[src/rtl/hdm_pkg.sv]
`default_nettype none
package hdm_pkg;
   // ========================================
   // Timing
   localparam int unsigned CLK_HZ        = 20000000;
   localparam int unsigned CYCLE_MS      = 5;
   localparam int unsigned CYCLE_CLKS    = CLK_HZ / 1000 * CYCLE_MS;
   localparam int unsigned STEP_MS       = 5;
   localparam logic [18:0] DELAY_DEFAULT = 19'h007d0;
   localparam logic [18:0] DELAY_MAX     = 19'h57e40;
   localparam int unsigned RELEASE_PCT   = 97;
   localparam int unsigned LOG_DEPTH     = 12;
   localparam logic [15:0] PICKUP_DEFAULT = 16'h03e8;

   // ========================================
   // Group indices
   localparam int unsigned GRP_PHASE = 0;
   localparam int unsigned GRP_RES1  = 1;
   localparam int unsigned GRP_RES2  = 2;

   // ========================================
   // Event codes
   typedef enum logic [3:0] {
      EV_START_PH_ON  = 4'h0, EV_START_PH_OFF = 4'h1,
      EV_START_R1_ON  = 4'h2, EV_START_R1_OFF = 4'h3,
      EV_START_R2_ON  = 4'h4, EV_START_R2_OFF = 4'h5,
      EV_ALARM_PH_ON  = 4'h6, EV_ALARM_PH_OFF = 4'h7,
      EV_ALARM_R1_ON  = 4'h8, EV_ALARM_R1_OFF = 4'h9,
      EV_ALARM_R2_ON  = 4'ha, EV_ALARM_R2_OFF = 4'hb,
      EV_BLOCKED_ON   = 4'hc, EV_BLOCKED_OFF  = 4'hd
   } hdm_event_t;

   // Monitor state
   typedef enum logic [1:0] {
      ST_NORMAL  = 2'b00,
      ST_START   = 2'b01,
      ST_ALARM   = 2'b10,
      ST_BLOCKED = 2'b11
   } hdm_state_t;

   // ========================================
   // Carriers
   typedef struct packed {
      logic [15:0] thdL1;
      logic [15:0] thdL2;
      logic [15:0] thdL3;
      logic [15:0] thdRes1;
      logic [15:0] thdRes2;
   } hdm_meas_t;

   typedef struct packed {
      logic [47:0] stamp;
      hdm_event_t  code;
      logic [15:0] thdL1;
      logic [15:0] thdL2;
      logic [15:0] thdL3;
      logic [2:0]  setGroup;
   } hdm_log_t;

   typedef struct packed {
      logic [47:0] stamp;
      hdm_event_t  code;
   } hdm_evt_t;
endpackage : hdm_pkg
`default_nettype wire

[src/rtl/hdm_monitor.sv]
`default_nettype none
module hdm_monitor #(
   parameter int unsigned CycleClks = hdm_pkg::CYCLE_CLKS
) (
   input  wire logic              clk,
   input  wire logic              rst,
   input  wire logic              blockIn,
   input  wire hdm_pkg::hdm_meas_t measAmpl,
   input  wire hdm_pkg::hdm_meas_t measPower,
   input  wire logic              usePower,
   input  wire logic [2:0]        enable,
   input  wire logic [15:0]       pickupPhase,
   input  wire logic [15:0]       pickupRes1,
   input  wire logic [15:0]       pickupRes2,
   input  wire logic [18:0]       delayPhase,
   input  wire logic [18:0]       delayRes1,
   input  wire logic [18:0]       delayRes2,
   input  wire logic [13:0]       selOn,
   input  wire logic [13:0]       selOff,
   input  wire logic [47:0]       timeNow,
   input  wire logic [2:0]        setGroup,
   input  wire logic              counterClear,
   input  wire logic [3:0]        logIndex,
   input  wire logic              evtReady,
   output logic [2:0]             startOut,
   output logic [2:0]             alarmOut,
   output logic                   blockedOut,
   output hdm_pkg::hdm_state_t    status,
   output logic                   evtValid,
   output hdm_pkg::hdm_evt_t      evtData,
   output logic [15:0]            startCount,
   output logic [15:0]            alarmCount,
   output logic [15:0]            blockedCount,
   output hdm_pkg::hdm_log_t      logData,
   output logic [3:0]             logFill,
   output logic                   cycleTick
);
   // ========================================
   // Processing cycle tick
   logic [16:0] cycCnt_r, cycCnt_nxt;
   logic        tick_r, tick_nxt;

   always_comb begin
      tick_nxt = 1'b0;
      cycCnt_nxt = cycCnt_r + 17'h00001;
      if (cycCnt_r == 17'(CycleClks - 1)) begin
         cycCnt_nxt = 17'h00000;
         tick_nxt = 1'b1;
      end
   end

   always_ff @(posedge clk or posedge rst) begin
      if (rst) begin
         cycCnt_r <= 17'h00000;
         tick_r <= 1'b0;
      end else begin
         cycCnt_r <= cycCnt_nxt;
         tick_r <= tick_nxt;
      end
   end

   // ========================================
   // Pick-up with hysteresis
   function automatic logic over_set(input logic [15:0] v, input logic [15:0] s);
      over_set = v > s;
   endfunction : over_set

   function automatic logic under_rel(input logic [15:0] v, input logic [15:0] s);
      under_rel = (32'(v) * 32'd100) < (32'(s) * 32'(hdm_pkg::RELEASE_PCT));
   endfunction : under_rel

   hdm_pkg::hdm_meas_t meas;
   logic [2:0]         pickup_r, pickup_nxt;
   logic [2:0]         overAny, underAll;

   always_comb begin
      meas = usePower ? measPower : measAmpl;
      overAny[hdm_pkg::GRP_PHASE] = over_set(meas.thdL1, pickupPhase) | over_set(meas.thdL2, pickupPhase)
                                  | over_set(meas.thdL3, pickupPhase);
      underAll[hdm_pkg::GRP_PHASE] = under_rel(meas.thdL1, pickupPhase) & under_rel(meas.thdL2, pickupPhase)
                                   & under_rel(meas.thdL3, pickupPhase);
      overAny[hdm_pkg::GRP_RES1] = over_set(meas.thdRes1, pickupRes1);
      underAll[hdm_pkg::GRP_RES1] = under_rel(meas.thdRes1, pickupRes1);
      overAny[hdm_pkg::GRP_RES2] = over_set(meas.thdRes2, pickupRes2);
      underAll[hdm_pkg::GRP_RES2] = under_rel(meas.thdRes2, pickupRes2);
      pickup_nxt = pickup_r;
      if (tick_r) begin
         pickup_nxt = enable & ((pickup_r & ~underAll) | overAny);
      end
   end

   // ========================================
   // Group state, timers
   logic        blk_r, blk_nxt;
   logic [2:0]  start_r, start_nxt, alarm_r, alarm_nxt, blocked_r, blocked_nxt;
   logic [18:0] tmr_r [3], tmr_nxt [3];
   logic [18:0] dly [3];

   always_comb begin
      dly[0] = delayPhase;
      dly[1] = delayRes1;
      dly[2] = delayRes2;
      blk_nxt = tick_r ? blockIn : blk_r;
      start_nxt = start_r;
      alarm_nxt = alarm_r;
      blocked_nxt = blocked_r;
      for (int g = 0; g < 3; g++) begin
         tmr_nxt[g] = tmr_r[g];
         if (tick_r) begin
            if (pickup_nxt[g] && !blk_nxt) begin
               start_nxt[g] = 1'b1;
               blocked_nxt[g] = 1'b0;
               if (start_r[g] && tmr_r[g] < dly[g]) begin
                  tmr_nxt[g] = tmr_r[g] + 19'h00001;
               end
               alarm_nxt[g] = start_r[g] && (tmr_r[g] + 19'h00001 >= dly[g]);
            end else begin
               start_nxt[g] = 1'b0;
               alarm_nxt[g] = 1'b0;
               tmr_nxt[g] = 19'h00000;
               blocked_nxt[g] = pickup_nxt[g] & blk_nxt;
            end
         end
      end
   end

   always_ff @(posedge clk or posedge rst) begin
      if (rst) begin
         blk_r <= 1'b0;
         pickup_r <= 3'h0;
         start_r <= 3'h0;
         alarm_r <= 3'h0;
         blocked_r <= 3'h0;
         for (int g = 0; g < 3; g++) begin
            tmr_r[g] <= 19'h00000;
         end
      end else begin
         blk_r <= blk_nxt;
         pickup_r <= pickup_nxt;
         start_r <= start_nxt;
         alarm_r <= alarm_nxt;
         blocked_r <= blocked_nxt;
         for (int g = 0; g < 3; g++) begin
            tmr_r[g] <= tmr_nxt[g];
         end
      end
   end

   // ========================================
   // Status, events, counters, log
   logic        blkAny, blkAnyPrev_r;
   logic [2:0]  startPrev_r, alarmPrev_r;
   logic [13:0] onEdge, offEdge, pend_r, pend_nxt;
   logic [15:0] sCnt_nxt, aCnt_nxt, bCnt_nxt;
   hdm_pkg::hdm_state_t st_nxt;
   hdm_pkg::hdm_evt_t   evt_nxt;
   logic                evtV_nxt;
   logic [3:0]          wrPtr_r, wrPtr_nxt, fill_nxt;
   hdm_pkg::hdm_log_t   logMem [hdm_pkg::LOG_DEPTH];
   hdm_pkg::hdm_log_t   logEntry;
   logic                logWr;
   logic [3:0]          logCode;

   always_comb begin
      blkAny = |blocked_r;
      onEdge = 14'h0000;
      offEdge = 14'h0000;
      for (int g = 0; g < 3; g++) begin
         onEdge[2*g] = start_r[g] & ~startPrev_r[g];
         offEdge[2*g+1] = ~start_r[g] & startPrev_r[g];
         onEdge[6+2*g] = alarm_r[g] & ~alarmPrev_r[g];
         offEdge[7+2*g] = ~alarm_r[g] & alarmPrev_r[g];
      end
      onEdge[12] = blkAny & ~blkAnyPrev_r;
      offEdge[13] = ~blkAny & blkAnyPrev_r;
      // ON select masks even slots, OFF select masks odd slots
      pend_nxt = pend_r | (onEdge & selOn) | (offEdge & selOff);
      evtV_nxt = evtValid & ~evtReady;
      evt_nxt = evtData;
      if (!evtV_nxt) begin
         for (int i = 13; i >= 0; i--) begin
            if (pend_nxt[i]) begin
               evt_nxt.code = hdm_pkg::hdm_event_t'(4'(i));
               evt_nxt.stamp = timeNow;
               evtV_nxt = 1'b1;
            end
         end
         if (evtV_nxt) begin
            pend_nxt[evt_nxt.code] = 1'b0;
         end
      end
      // Alarm outranks start, start outranks blocked
      if (|alarm_r) begin
         st_nxt = hdm_pkg::ST_ALARM;
      end else if (|start_r) begin
         st_nxt = hdm_pkg::ST_START;
      end else if (blkAny) begin
         st_nxt = hdm_pkg::ST_BLOCKED;
      end else begin
         st_nxt = hdm_pkg::ST_NORMAL;
      end
      sCnt_nxt = startCount + 16'(($countones(onEdge[5:0])));
      aCnt_nxt = alarmCount + 16'(($countones(onEdge[11:6])));
      bCnt_nxt = blockedCount + 16'(onEdge[12]);
      if (counterClear) begin
         sCnt_nxt = 16'h0000;
         aCnt_nxt = 16'h0000;
         bCnt_nxt = 16'h0000;
      end
      logWr = |onEdge;
      logCode = 4'h0;
      for (int i = 12; i >= 0; i--) begin
         if (onEdge[i]) begin
            logCode = 4'(i);
         end
      end
      logEntry.stamp = timeNow;
      logEntry.code = hdm_pkg::hdm_event_t'(logCode);
      logEntry.thdL1 = meas.thdL1;
      logEntry.thdL2 = meas.thdL2;
      logEntry.thdL3 = meas.thdL3;
      logEntry.setGroup = setGroup;
      wrPtr_nxt = wrPtr_r;
      fill_nxt = logFill;
      if (logWr) begin
         wrPtr_nxt = (wrPtr_r == 4'(hdm_pkg::LOG_DEPTH - 1)) ? 4'h0 : wrPtr_r + 4'h1;
         if (logFill != 4'(hdm_pkg::LOG_DEPTH)) fill_nxt = logFill + 4'h1;
      end
   end

   always_ff @(posedge clk or posedge rst) begin
      if (rst) begin
         startPrev_r <= 3'h0;
         alarmPrev_r <= 3'h0;
         blkAnyPrev_r <= 1'b0;
         pend_r <= 14'h0000;
         evtValid <= 1'b0;
         evtData <= '0;
         status <= hdm_pkg::ST_NORMAL;
         startCount <= 16'h0000;
         alarmCount <= 16'h0000;
         blockedCount <= 16'h0000;
         wrPtr_r <= 4'h0;
         logFill <= 4'h0;
         logData <= '0;
         startOut <= 3'h0;
         alarmOut <= 3'h0;
         blockedOut <= 1'b0;
         cycleTick <= 1'b0;
      end else begin
         startPrev_r <= start_r;
         alarmPrev_r <= alarm_r;
         blkAnyPrev_r <= blkAny;
         pend_r <= pend_nxt;
         evtValid <= evtV_nxt;
         evtData <= evt_nxt;
         status <= st_nxt;
         startCount <= sCnt_nxt;
         alarmCount <= aCnt_nxt;
         blockedCount <= bCnt_nxt;
         wrPtr_r <= wrPtr_nxt;
         logFill <= fill_nxt;
         logData <= (logIndex < 4'(hdm_pkg::LOG_DEPTH)) ? logMem[logIndex] : '0;
         startOut <= start_r;
         alarmOut <= alarm_r;
         blockedOut <= blkAny;
         cycleTick <= tick_r;
      end
   end

   // ========================================
   // Log storage, written on any ON edge
   always_ff @(posedge clk) begin
      if (logWr) begin
         logMem[wrPtr_r] <= logEntry;
      end
   end
endmodule : hdm_monitor
`default_nettype wire

[config.mk]
export PLATFORM = sky130hd
export DESIGN_NAME = hdm_monitor
export DESIGN_NICKNAME = d
export VERILOG_FILES = /design/src/rtl/hdm_pkg.sv /design/src/rtl/hdm_monitor.sv
export SDC_FILE = /design/constraint.sdc
export NUM_CORES = 2
export LEC_CHECK = 0
export BUFFER_PORTS_ARGS = -buffer_cell sky130_fd_sc_hd__buf_2
export CAP_MARGIN = 20
export CORE_ASPECT_RATIO = 0.7
export CORE_MARGIN = 5
export CORE_UTILIZATION = 60
export DETAILED_ROUTE_END_ITERATION = 8
export MAX_ROUTING_LAYER = met4
export PLACE_DENSITY = 0.88
export SLEW_MARGIN = 20
export SYNTH_ARGS = -nofsm -noshare
export SYNTH_HDL_FRONTEND = slang
export SYNTH_SLANG_ARGS = --single-unit
export TNS_END_PERCENT = 5
[constraint.sdc]
create_clock -name clk -period 12.8 [get_ports clk]
set_input_delay 1.92 -clock clk [delete_from_list [all_inputs] [get_ports clk]]
set_output_delay 1.92 -clock clk [all_outputs]
set_load 0.02 [all_outputs]
# Word level (Yosys, flattened, before mapping)
# Memory sizes are Yosys's and may differ from the RTL's.
# Index checks and enable logic that the tools add are counted.
[word_totals]
reg_bits = 324
ramBits = 1236
memories = 1
out_inout_bits = 218
[mem_list]
columns = ["memory", "depth", "word_bits", "read_ports", "rd_clocked_by_memory_dff", "wr", "line", "source"]
rows = [
  ["logMem", 12, 103, 1, 0, 1, "hdm_monitor.sv:159", "hdm_pkg::hdm_log_t logMem [hdm_pkg::LOG_DEPTH];"],
]
[classes]
n_mul = 8
n_mux = 72
magnitude_cmp = 19
n_bitwise = 48
reduce_logical = 21
eq_ne = 6
n_addsub = 13
[ops]
columns = ["cell", "count"]
rows = [
  ["$mux 52", 15],
  ["$lt 23x23->1", 5],
  ["$mux 19", 6],
  ["$mul 16x5->21 const B", 5],
  ["$mux 103", 1],
  ["$gt 16x16->1", 5],
  ["$mux 80", 1],
  ["$mul 16x7->23 const B", 3],
  ["$add 19x1->19 const B", 3],
  ["$ge 19x19->1", 3],
  ["$lt 19x19->1", 3],
  ["$mux 16", 3],
  ["$add 16x3->16", 2],
  ["$mux 4", 8],
  ["$mux 1", 30],
  ["$and 14x14->14", 2],
  ["$mux 14", 2],
  ["$or 14x14->14", 2],
  ["$and 1x1->1", 20],
  ["$add 17x1->17 const B", 1],
  ["$eq 17x17->1 const B", 1],
  ["$mux 17", 1],
  ["$add 16x1->16", 1],
  ["$not 1->1", 16],
  ["other kinds (24)", 48],
]

# Longest topological paths before layout
[depth]
depth_word = 28
depth_mapped = 33

# Worst setup path before layout
# Ideal clock, no wire load.
[synth_path]
kind = "input to register"
startpoint = "in usePower"
endpoint = "reg tmr_r[52] (netlist bit)"
slack_ns = 4.105
setup_time_ns = 0.126
required_ns = 12.674
arrival_ns = 8.569
cell_stages = 29
n_path_buf = 3
cell_sequence = "clkbuf_1 clkbuf_1 mux2_2 ha_1 ha_1 fa_1 ha_1 a21o_1 a21oi_1 o21bai_1 a21o_1 a21oi_1 o21ai_0 a311oi_1 nor3_1 o21a_1 o31a_1 ha_1 and3_1 nand2_1 nor2_1 and3_1 o21a_1 a221o_1 a32o_1 o31a_1 a31o_1 buf_6 a221o_1"
[synth_lines]
columns = ["item", "line", "source"]
rows = [
  ["from (decl)", "hdm_monitor.sv:10", "input wire logic usePower,"],
  ["to (signal, indexed assignment)", "hdm_monitor.sv:144", "tmr_r[g] <= tmr_nxt[g];"],
  ["to (decl)", "hdm_monitor.sv:96", "logic [18:0] tmr_r [3], tmr_nxt [3];"],
]

==> out/qor.yml <==
via_count: 50700
ir_drop_uv: 112
grtUsageTotal: 0.324
critPathTopFamily: "compound AO/OA/AOI/OAI gates"
antenna_found_initial: 24
layout_common_cells: "edfxtp_1, ha_1, buf_2, inv_1, dfrtp_1"
tns_ns: 0
cp.buffers_inverters: 2
wire_per_inst_um: 27.8
post_cts_buffers: 0
path_max_fanout: 30
p_sw_mw: 4.54
cts_hold_buf: 0
drtIter0Drc: 6290
path_common_cell: "ha_1"
num-nets-final: 7261
vias_per_cell: 6.40
critPathArrivalTime_ns: 10.93
htree_levels: 4
die_w_um: 444
grt_max_degree: 108
gp_congestion: 0.993
critPathCaptureType: "flop"
grt-ovfl-total: 0
leakagePower_nw: 36.8
dr.pass1.iters: 9
num_rows: 111
power_density_nw_per_um2: 160
path_clk_slew_ns: 0.06
io-pin-count: 575
cts-resized-gates: 0
die_h_um: 313
stdcell_count: 7931
cpMaxStageDelayCell: "a31o_1"
synth-edff-count: 1224
ys_seq_area_frac: 0.568
async_flop_share: 0.209
grt_pass1_vias: 52300
cpPeakStageDelay_ns: 0.83
syn-cell-area_um2: 78900
maxSlewViolCount: 0
post-dp-hpwl_um: 137000
core_um2: 131000
hold_violations: 0
yosys_warnings: 0
route.detailed.drc: 0
seq_power_share: 0.416
place.port_buffers: 559
tightest_slew_ns: 1.14
root_buffer: "clkbuf_16"
drive_above_1_share: 0.204
total_power_mw: 14.2
slew_headroom: 0.238
p_sw_frac: 0.320
period_minus_slack_ns: 10.24
place_inst: 7646
synth.net_count: 6651
fin_crit_sh: 0.800
antenna_left: 0
startpoint_type: "primary input"
finalSetupViolations: 0
cts_sinks: 1547
clk-insertion-delay-late_ns: 0.79
comb_power_share: 0.279
clk_path_buf_depth: 3
die_area_um2: 139000
drv_cap: 0
grt_pass1_wl_um: 328000
start_util: 0.603
ys_ff_latch: 1547
synth_ff_type: "edfxtp_1"
ys_types: 85
syn_to_final_growth_pct: 12.3
worstSetupPathType: "in2reg"
min_path_type: "reg2reg"
avgSynthCellArea_um2: 14.5
fmax_mhz: 97.6
cts_tree: "yes"
fin_skew_ns: 0.0575
cts_made_buffers: 141
required_ns: 13.49
drt_wl_total_um: 220000
final_common_cell: "edfxtp_1"
p_clk_frac: 0.305
p_int_mw: 9.63
rsz0062_at_grt: "false"
syn_inst: 5428
status: "finished, final reports clean"
==> layer usage <==
metal / routed length [um] / up-vias / GRT usage
met5: 0 / - / -
met4: 12600 / 0 / 0.158
met3: 21600 / 738 / 0.0699
met2: 107000 / 3144 / 0.519
met1: 79600 / 25200 / 0.398
li1: - / 21600 / -
==> cell families after synthesis <==
logic type      share of synthesized area
fa+ha+maj                           0.145
mux                                 0.119
simple gates                       0.0510
other cells                     0.0000475
xor+xnor                           0.0243
flops                               0.568
buf+inv                            0.0328
compound gates                     0.0597
==> power groups by stage <==
stage | clock network [mW] | registers, mW | logic (mW)
2_1_floorplan | 0 | 6.10 | 2.47
3_3_place_gp | 0 | 5.94 | 3.59
3_5_place_dp | 0 | 5.97 | 3.77
4_1_cts | 4.35 | 5.89 | 3.85
5_1_grt | 4.58 | 5.91 | 4.30
6_report | 4.32 | 5.89 | 3.95
==> layout make-up <==
cell class,instances,area [um^2]
Tap cell,1751,2190
Clock buffer,194,3970
Multi-Input combinational cell,3196,31600
Inverter,541,2040
Antenna cell,25,62.6
Timing Repair Buffer,611,3240
Sequential cell,1547,44800
Fill cell,8473,42200
Clock inverter,66,726
==> path summary, 6_finish.rpt <==
path | end | slack (ns) | from | depth (start not counted)
worst max-delay path | tmr_r[40] | 2.56 | usePower | 28
worst min-delay path | startPrev_r[1] | 0.43 | start_r[1] | 0
worst max register to register | logMem[0][57] | 8.44 | start_r[0] | 8
worst min register to register | startPrev_r[1] | 0.43 | start_r[1] | 0
max in group asynchronous | blk_r | 9.12 | rst | 4
min in group asynchronous | evtData[47] | 1.26 | rst | 2
==> per-stage QoR <==
step                hold WS [ns]  utilization  setup WS, ns  cell area [um^2]
finish                     0.432        0.677          2.56             88600
global route               0.428        0.677          2.32             88600
CTS                        0.420        0.677          2.94             88600
detailed placement         0.404        0.641          2.31             83900
global placement           0.381        0.641          2.52             83900
floorplan                  0.352            -          1.94             78900
==> synth_stat cells, types with 22 or more instances <==
cell type	n	area (um^2)
o21bai_1	25	188
mux2_2	81	912
a21o_1	72	541
xor2_1	90	788
or3_1	23	144
dfrtp_1	323	8080
ha_1	783	9800
fa_1	83	1660
nand4_1	52	325
a22o_1	22	193
o21ai_0	224	1120
nand2_1	249	935
xnor2_1	127	1110
nand3_1	91	455
mux2i_1	158	1580
and3_1	39	244
inv_1	541	2030
nor2_1	178	668
nor3_1	43	215
edfxtp_1	1224	36800
a21oi_1	167	836
buf_1	46	173
clkbuf_1	91	342
o21a_1	49	368
nor2b_1	52	325
nand2b_1	24	150
mux4_2	306	6890
==> worst reg2reg max path, delay by kind of cell, from the launching register on <==
kind | cells | cell delay, ns
simple gates | 5 | 1.93
buf+inv | 3 | 1.59
flops | 1 | 0.44
==> sequential cells by signal, indices dropped and copies added, names as in the netlist, 2 cells and up <==
name / flops
cycCnt_r: 17
startCount: 16
logFill: 4
alarmPrev_r: 3
blockedCount: 16
evtData: 52
pend_r: 14
alarmCount: 16
alarm_r: 3
wrPtr_r: 4
blocked_r: 3
logData: 102
tmr_r: 57
start_r: 3
status: 2
logMem: 1224
pickup_r: 3
startPrev_r: 3
Power figures use the tool's default switching activity.
